## src/include/record_dsp_regs_consts.svh

```systemverilog
/*
   Register indices, field widths and reset values of the record-path processor
   and clock-output multiplexer register bank.
   Assumes the including file sits on a 32-bit APB bus with one register per aligned word.
*/
`ifndef RECORD_DSP_REGS_CONSTS_SVH
`define RECORD_DSP_REGS_CONSTS_SVH

// -----------------------------------------------------------------------------
// Register indices; the byte address is four times the index.
// -----------------------------------------------------------------------------
`define IDX_COUNT_UPPER     10'h015
`define IDX_COUNT_LOWER     10'h016
`define IDX_DECIMATION      10'h017
`define IDX_RESERVED_SLOT   10'h018
`define IDX_CLKOUT_SELECT   10'h019

// -----------------------------------------------------------------------------
// Field widths.
// -----------------------------------------------------------------------------
`define COUNT_UPPER_W       7
`define COUNT_LOWER_W       8
`define DECIMATION_W        4
`define CLKOUT_SELECT_W     3

// -----------------------------------------------------------------------------
// Reset values of the writable fields and of the read-only reserved slot.
// -----------------------------------------------------------------------------
`define RST_COUNT_UPPER     7'h01
`define RST_COUNT_LOWER     8'h00
`define RST_DECIMATION      4'h4
`define RST_CLKOUT_SELECT   3'h0
`define RST_RESERVED_SLOT   8'h00

// -----------------------------------------------------------------------------
// Decoded values for an all-zero code.
// -----------------------------------------------------------------------------
`define COUNT_ZERO_VALUE    16'h8000
`define DECIMATION_ZERO_VAL 5'h10

`endif

```

## src/include/record_dsp_regs_pkg.sv

```systemverilog
/*
   Types shared by the record-path processor register bank.
   Assumes nothing of its surroundings.
*/
package record_dsp_regs_pkg;

   typedef logic [14:0] instr_code_t;
   typedef logic [15:0] instr_value_t;
   typedef logic [4:0]  factor_value_t;

   typedef enum logic [2:0] {
      src_master_clock           = 3'h0,
      src_bit_clock              = 3'h1,
      src_serial_data_in         = 3'h2,
      src_pll_output             = 3'h3,
      src_playback_filter_clock  = 3'h4,
      src_playback_modulator_clock = 3'h5,
      src_record_filter_clock    = 3'h6,
      src_record_modulator_clock = 3'h7
   } clock_source_t;

endpackage

```

## src/logic/record_dsp_cycle_and_clock_mux_regs.sv

```systemverilog
/*
   APB register bank for the record-path processor instruction count, its decimation
   factor, one reserved slot and the clock-output divider source selector.
   Assumes an APB master on pclk, and a record_processor_select level from logic on pclk.
*/
// The APB interface to the registers was chosen for this implementation.

`include "record_dsp_regs_consts.svh"

module record_dsp_cycle_and_clock_mux_regs (
   input  wire logic                                        pclk,
   input  wire logic                                        presetn,
   input  wire logic                                        psel,
   input  wire logic                                        penable,
   input  wire logic                                        pwrite,
   input  wire logic [11:0]                                 paddr,
   input  wire logic [31:0]                                 pwdata,
   output logic      [31:0]                                 prdata,
   output logic                                             pready,
   output logic                                             pslverr,
   input  wire logic                                        record_processor_select,
   output record_dsp_regs_pkg::instr_value_t                record_dsp_instruction_count,
   output record_dsp_regs_pkg::factor_value_t               record_dsp_decimation_factor,
   output record_dsp_regs_pkg::clock_source_t               clock_output_divider_input
);

   // --------------------------------------------------------------------------
   // Decode helpers
   // --------------------------------------------------------------------------
   function automatic logic addr_is(input logic [11:0] addr, input logic [9:0] idx);
      addr_is = (addr == {idx, 2'b00});
   endfunction

   function automatic record_dsp_regs_pkg::instr_value_t count_value(
      input record_dsp_regs_pkg::instr_code_t code);
      if (code == 15'h0000) begin
         count_value = `COUNT_ZERO_VALUE;
      end else begin
         count_value = {1'b0, code};
      end
   endfunction

   function automatic record_dsp_regs_pkg::factor_value_t factor_value(input logic [3:0] code);
      if (code == 4'h0) begin
         factor_value = `DECIMATION_ZERO_VAL;
      end else begin
         factor_value = {1'b0, code};
      end
   endfunction

   // --------------------------------------------------------------------------
   // Bus handshake
   // --------------------------------------------------------------------------
   logic                          access_phase;
   logic                          transfer_done;
   logic                          addr_hit;
   logic                          wr_upper;
   logic                          wr_lower;
   logic                          wr_decimation;
   logic                          wr_clksel;
   logic [31:0]                   next_prdata;

   logic [`COUNT_UPPER_W-1:0]     count_upper;
   logic [`COUNT_LOWER_W-1:0]     count_lower;
   logic [`COUNT_UPPER_W-1:0]     staged_upper;
   logic                          upper_pending;
   logic [`DECIMATION_W-1:0]      decimation;
   logic [`CLKOUT_SELECT_W-1:0]   clkout_select;

   assign access_phase  = psel & penable;
   assign transfer_done = access_phase & pready;
   assign addr_hit      = addr_is(paddr, `IDX_COUNT_UPPER) | addr_is(paddr, `IDX_COUNT_LOWER) |
                          addr_is(paddr, `IDX_DECIMATION) | addr_is(paddr, `IDX_RESERVED_SLOT) |
                          addr_is(paddr, `IDX_CLKOUT_SELECT);
   assign wr_upper      = transfer_done & pwrite & addr_is(paddr, `IDX_COUNT_UPPER);
   assign wr_lower      = transfer_done & pwrite & addr_is(paddr, `IDX_COUNT_LOWER);
   assign wr_decimation = transfer_done & pwrite & addr_is(paddr, `IDX_DECIMATION);
   assign wr_clksel     = transfer_done & pwrite & addr_is(paddr, `IDX_CLKOUT_SELECT);

   // One wait state: pready rises in the second access cycle, so every answer is registered.
   always_ff @(posedge pclk or negedge presetn) begin
      if (!presetn) begin
         pready <= 1'b0;
      end else begin
         pready <= access_phase & ~pready;
      end
   end

   // --------------------------------------------------------------------------
   // Read data
   // --------------------------------------------------------------------------
   always_comb begin
      next_prdata = 32'h0000_0000;
      if (addr_is(paddr, `IDX_COUNT_UPPER)) begin
         next_prdata = {25'h000_0000, count_upper};
      end else if (addr_is(paddr, `IDX_COUNT_LOWER)) begin
         next_prdata = {24'h00_0000, count_lower};
      end else if (addr_is(paddr, `IDX_DECIMATION)) begin
         next_prdata = {28'h000_0000, decimation};
      end else if (addr_is(paddr, `IDX_RESERVED_SLOT)) begin
         next_prdata = {24'h00_0000, `RST_RESERVED_SLOT};
      end else if (addr_is(paddr, `IDX_CLKOUT_SELECT)) begin
         next_prdata = {29'h000_0000, clkout_select};
      end
   end

   always_ff @(posedge pclk or negedge presetn) begin
      if (!presetn) begin
         prdata  <= 32'h0000_0000;
         pslverr <= 1'b0;
      end else if (access_phase & ~pready) begin
         // An unmapped access still completes, so a careless master cannot hang the bus.
         prdata  <= pwrite ? 32'h0000_0000 : next_prdata;
         pslverr <= ~addr_hit;
      end else begin
         prdata  <= 32'h0000_0000;
         pslverr <= 1'b0;
      end
   end

   // --------------------------------------------------------------------------
   // Instruction count with deferred upper byte
   // --------------------------------------------------------------------------
   // A staged upper byte is dropped by any other completed command, so a stray access
   // between the two halves cannot leave a half-programmed count waiting.
   always_ff @(posedge pclk or negedge presetn) begin
      if (!presetn) begin
         staged_upper  <= `RST_COUNT_UPPER;
         upper_pending <= 1'b0;
      end else if (wr_upper) begin
         staged_upper  <= pwdata[`COUNT_UPPER_W-1:0];
         upper_pending <= 1'b1;
      end else if (transfer_done) begin
         upper_pending <= 1'b0;
      end
   end

   always_ff @(posedge pclk or negedge presetn) begin
      if (!presetn) begin
         count_upper <= `RST_COUNT_UPPER;
         count_lower <= `RST_COUNT_LOWER;
      end else if (wr_lower) begin
         count_lower <= pwdata[`COUNT_LOWER_W-1:0];
         if (upper_pending) begin
            count_upper <= staged_upper;
         end
      end
   end

   // --------------------------------------------------------------------------
   // Decimation and clock-output source
   // --------------------------------------------------------------------------
   always_ff @(posedge pclk or negedge presetn) begin
      if (!presetn) begin
         decimation <= `RST_DECIMATION;
      end else if (wr_decimation) begin
         decimation <= pwdata[`DECIMATION_W-1:0];
      end
   end

   always_ff @(posedge pclk or negedge presetn) begin
      if (!presetn) begin
         clkout_select <= `RST_CLKOUT_SELECT;
      end else if (wr_clksel) begin
         clkout_select <= pwdata[`CLKOUT_SELECT_W-1:0];
      end
   end

   always_ff @(posedge pclk or negedge presetn) begin
      if (!presetn) begin
         clock_output_divider_input <= record_dsp_regs_pkg::src_master_clock;
      end else begin
         clock_output_divider_input <= record_dsp_regs_pkg::clock_source_t'(clkout_select);
      end
   end

   // --------------------------------------------------------------------------
   // Decoded settings toward the record path
   // --------------------------------------------------------------------------
   // Deselected, the count and factor outputs sit at zero, which no legal decoded value can equal.
   always_ff @(posedge pclk or negedge presetn) begin
      if (!presetn) begin
         record_dsp_instruction_count <= 16'h0000;
         record_dsp_decimation_factor <= 5'h00;
      end else if (record_processor_select) begin
         record_dsp_instruction_count <= count_value({count_upper, count_lower});
         record_dsp_decimation_factor <= factor_value(decimation);
      end else begin
         record_dsp_instruction_count <= 16'h0000;
         record_dsp_decimation_factor <= 5'h00;
      end
   end

   logic after_reset_seen;

   always_ff @(posedge pclk or negedge presetn) begin
      if (!presetn) begin
         after_reset_seen <= 1'b0;
      end else begin
         after_reset_seen <= 1'b1;
      end
   end
endmodule

```

## config.mk

```make
export PLATFORM = sky130hd
export DESIGN_NAME = record_dsp_cycle_and_clock_mux_regs
export DESIGN_NICKNAME = d
export VERILOG_FILES = /design/src/include/record_dsp_regs_pkg.sv /design/src/logic/record_dsp_cycle_and_clock_mux_regs.sv
export VERILOG_INCLUDE_DIRS = /design/src /design/src/include
export SDC_FILE = /design/constraint.sdc
export NUM_CORES = 1
export LEC_CHECK = 0
export ABC_AREA = 1
export BUFFER_PORTS_ARGS = -buffer_cell sky130_fd_sc_hd__buf_4
export CAP_MARGIN = 20
export CORE_UTILIZATION = 51
export CTS_BUF_LIST = sky130_fd_sc_hd__clkbuf_2
export DETAILED_ROUTE_END_ITERATION = 8
export PLACE_DENSITY = 0.83
export SYNTH_ARGS = -nofsm -noshare
export SYNTH_HDL_FRONTEND = slang
export SYNTH_SLANG_ARGS = --single-unit
```

## constraint.sdc

```tcl
create_clock -name pclk -period 1.8 [get_ports pclk]
set_clock_uncertainty 0.1 [all_clocks]
set_input_delay 0.36 -clock pclk [delete_from_list [all_inputs] [get_ports pclk]]
set_output_delay 0.36 -clock pclk [all_outputs]
set_load 0.02 [all_outputs]
```

Word-level counts from Yosys, hierarchy flattened
Cells that the tools add are included.

Reductions and logical operators: 4. Equality and inequality tests: 5. Multiplexer cells: 14. Bitwise gates (word level): 14.

Operators with widths (count): 32-bit 2-to-1 mux (2); 12-bit by 7-bit == test with 1-bit output, second input constant (5); 16-bit 2-to-1 mux (2); 8-bit 2-to-1 mux (2); 15-bit zero test (1); 5-bit 2-to-1 mux (2); 1-bit bitwise AND (8); 3-bit 2-to-1 mux (2); 4-bit zero test (1); 4-bit 2-to-1 mux (1); 1-bit bitwise OR (4); 1-bit 2-to-1 mux (3); 1-bit inverter (2); 2-bit AND reduction (1); 2-bit nonzero test (1).

Word-level logic and storage cells: 49. Register bits after elaboration: 88. Output and inout bits: 58. Input port bits: 50.

Logic depth before layout (Yosys ltp)
Depth in word-level cells: 8. Gate-level depth with buffers: 10. Mapped depth without buffers: 10.

Worst setup path before layout
No wires, ideal clock.

Path kind: input -> register. Start point: input port paddr[9]. End point: register prdata[3]. Slack: 0.333 ns. Path buffers: 0. Stages on the path: 9. Arrival time: 1.252 ns. Cells stage by stage: nor2_1 > nand2_2 > nor2_4 > nand2_1 > nor2_2 > inv_2 > or2_0 > nand3_1 > inv_1.

Longest elaborated chain between the ends: 6. Elaborated cells between the ends (all ways): 8. Classes of those cells: 3 x eq/ne; 5 x mux.

RTL lines: from (decl) (RTL line record_dsp_cycle_and_clock_mux_regs.sv:16) `input wire logic [11:0] paddr,`; 12-bit by 7-bit == test with 1-bit output (RTL line record_dsp_cycle_and_clock_mux_regs.sv:31) `addr_is = (addr == {idx, 2'b00});`; 4-bit 2-to-1 mux (RTL line record_dsp_cycle_and_clock_mux_regs.sv:98) `` end else if (addr_is(paddr, `IDX_DECIMATION)) begin ``; 8-bit 2-to-1 mux (RTL line record_dsp_cycle_and_clock_mux_regs.sv:96) `` end else if (addr_is(paddr, `IDX_COUNT_LOWER)) begin ``; 8-bit 2-to-1 mux (*) (RTL line record_dsp_cycle_and_clock_mux_regs.sv:94) `` if (addr_is(paddr, `IDX_COUNT_UPPER)) begin ``; 32-bit 2-to-1 mux (*) (RTL line record_dsp_cycle_and_clock_mux_regs.sv:113) `prdata <= pwrite ? 32'h0000_0000 : next_prdata;`; 32-bit 2-to-1 mux (*) (RTL line record_dsp_cycle_and_clock_mux_regs.sv:111) `end else if (access_phase & ~pready) begin`; to (signal assigned) (RTL line record_dsp_cycle_and_clock_mux_regs.sv:113); to (decl) (RTL line record_dsp_cycle_and_clock_mux_regs.sv:18) `output logic [31:0] prdata,`.

Mark *: on every way between the ends. The rest lies on a longest branch, timed or not. A chain may end at the register's enable or synchronous reset.

Worst setup path after layout
Start point: register pready. End point: output port pready.

RTL lines: from (decl) (RTL line record_dsp_cycle_and_clock_mux_regs.sv:19) `output logic pready,`; from (signal assigned) (RTL line record_dsp_cycle_and_clock_mux_regs.sv:85) `pready <= access_phase & ~pready;`.

No word-level cell between the ends.

==> flow_summary.toml <==
[status]
status = "finished, final reports clean"

[placement]
gp_congestion = 0.844
place_area_sq_mm = 0.00337
hpwl_um = 4240
dp.cells = 460
io_buffers = 59

[timing]
fin_crit_ns = 1.55
hold_viol = 0
max_freq_ghz = 0.643
rsz0062_at_grt = "no"
fin_setup_tns_ns = 0
finalCritPeriodShare = 0.864
setup_viol = 0
slew_violations = 0
hold_ws_ns = 0.0439

[layout]
filler_cell_count = 491
multi_input_area_sq_um = 991
insertedDiodeCount = 0
nets = 458
fin_area_sq_mm = 0.00357
drive_above_1_share = 0.259
ff_latch_area_sq_mm = 0.00161
stdcell_count = 485
area_delta_synth_final_pct = 22.3

[grt]
antenna_found_initial = 0
grt_max_degree = 36
grt_pass1_wl_um = 9370
grt_usage = 0.208
grt-ovfl-total = 0
first_global_vias = 2090

[yosys]
synthCells = 330
synth_edf_count = 0
yosysWarnings = 0
syn_area_sq_mm = 0.00292
yosysSeqAreaShare = 0.549
yosysUniqueCellTypes = 27
synth_xor_area_frac = 0
synth_compound_area_frac = 0.0621
synth_top_area_frac = 0.522
ys_seq_elements = 64
ys.flop_type = "dfrtp_1"
synthAdderAreaFrac = 0
yosysMostFrequentCell = "nand2_1"
synth_mux_area_frac = 0
synth_top_cell_by_area = "dfrtp_1"
ys_top_cells_by_count = "nand2_1 (87), dfrtp_1 (61), inv_1 (43), buf_4 (24)"
avgSynthCellArea_sq_um = 8.86
synth_top_family_by_area = "simple AND/OR/NAND/NOR gates"
async_flop_share = 1.00
synth_area_leaders = "dfrtp_1 (52%), nand2_1 (11%), buf_4 (6.2%)"
synthSimpleGateAreaFrac = 0.246

[floorplanning]
die_h_um = 77.7
fp.dieArea_sq_mm = 0.00604
boundaryPins = 108
core_area_sq_mm = 0.00551
row_count = 27
die_w_um = 77.7
initial_core_util = 0.531

[power_and_ir_drop]
ir_drop_uv = 314
cellLeakagePower_nw = 2.05
power_density_mw_per_mm2 = 701

[clock_network]
cts_made_buffers = 9
htreeDepth = 3
cts_resized = 0
clk_pin_slew_ns = 0.19
cts_tree = "yes"
ctsRootBufferMaster = "clkbuf_2"
cts.sinks = 64
clock_latency_ns = 0.50
clockBufferDepth = 2

[critical_path]
cp_top_family = "flip-flops"
slowest_delay_ns = 0.43
critPathArrivalTime_ns = 1.09
endpoint_kind = "output port"
cp_cell_sequence = "buf_4"
worst_ep_required_time_ns = 1.34
cp-start-kind = "register"
crit_fanout = 3
path_buf_inv = 1
crit_type = "reg -> out"
cp_slowest_cell = "dfrtp_1"

[route]
drt-vias-per-instance = 4.68
totalWireLength_um = 5610
wl_per_cell_um = 11.6
drtAntennaViolNets = 0
vias = 2270
drt_iter0_markers = 108
drc = 0
drt_pass1_iterations = 4

[hold_path]
hold_class = "in -> reg"

[run]
drv_cap = 0
-- tightest hold or removal path, stage by stage --
cell and delay, ns:
buf_4 0.18, inv_1 0.06, nor2_1 0.04
-- stage by stage --
step	power [W]	setup slack, ns	utilization
floorplan	0.00161	0.333	-
global placement	0.00167	0.113	0.611
CTS	0.00253	0.219	0.649
global route	0.00263	0.164	0.649
finish	0.00250	0.245	0.649
detailed placement	0.00167	0.0960	0.611
-- path summary, 6_finish.rpt --
| path | from | end | slack (ns) | cells past startpoint |
|---|---|---|---|---|
| max | pready | pready | 0.25 | 1 |
| min | record_processor_select | record_dsp_instruction_count[15] | 0.04 | 3 |
| max reg2reg | pready | count_upper[1] | 0.32 | 7 |
| min reg2reg | clkout_select[2] | clock_output_divider_input[2] | 0.34 | 0 |
| max in group asynchronous | presetn | count_upper[0] | 0.84 | 3 |
| min in group asynchronous | presetn | prdata[5] | 0.18 | 2 |
-- flip-flops by register name, indices dropped and copies added (netlist names), 3 cells and up --
register and count:
record_dsp_instruction_count 16, count_lower 8, prdata 8, count_upper 7, staged_upper 7, record_dsp_decimation_factor 5, decimation 4, clkout_select 3
clock_output_divider_input 3
-- placed cells by master (no fill, tap or decap) --
master and count:
nand2_1 87, buf_4 63, dfrtp_1 61, inv_1 43, conb_1 24, nand3_1 21
o21ai_0 21, nor2_1 17, clkbuf_2 9, dlygate4sd3_1 9, inv_2 7, nand4_1 5
a21oi_1 5, nor3_1 5, nand2_2 4, nor2_4 4, nor4_1 4, o21ai_2 4
nor2_2 3, dfstp_2 3, clkinvlp_4 2, o2111ai_1 1, nand3_2 1, o211ai_1 1
nand3_4 1, or2_0 1, nor2_8 1, bufinv_16 1, inv_6 1, clkinv_4 1
clkinv_2 1, clkinv_1 1, buf_12 1
-- layer usage --
metal,vias up,routed length (um),global-route usage
li1,1141,-,-
met1,1035,2430,0.259
met2,79,2690,0.331
met3,15,322,0.0459
met4,0,167,0.126
met5,-,0,0
-- power by group --
group | leakage [nW] | internal, W | total (W) | switching [W]
Combinational | 1.12 | 0.0000737 | 0.000213 | 0.000140
Clock | 0.0659 | 0.000319 | 0.000844 | 0.000525
Sequential | 0.864 | 0.00145 | 0.00145 | 0.00000210
-- logic make-up after synthesis --
logic type,count (synthesis)
flip-flops,64
AO/OA/AOI/OAI,32
AND/OR/NAND/NOR,154
buffers and inverters,79
other,1
-- what timing repair did --
item / 4_1_cts / 5_1_grt
hold endpoints to repair: 72 / 0
buffers inserted: 0 / 0
hold buffers: 9 / 0
-- layout make-up --
type,count,area share
Clock inverter,7,0.0200
Tap cell,72,0.0252
Inverter,50,0.0525
Sequential cell,64,0.449
Multi-Input combinational cell,210,0.277
Clock buffer,9,0.0126
Timing Repair Buffer,73,0.163
Power figures use the tool's default switching activity.
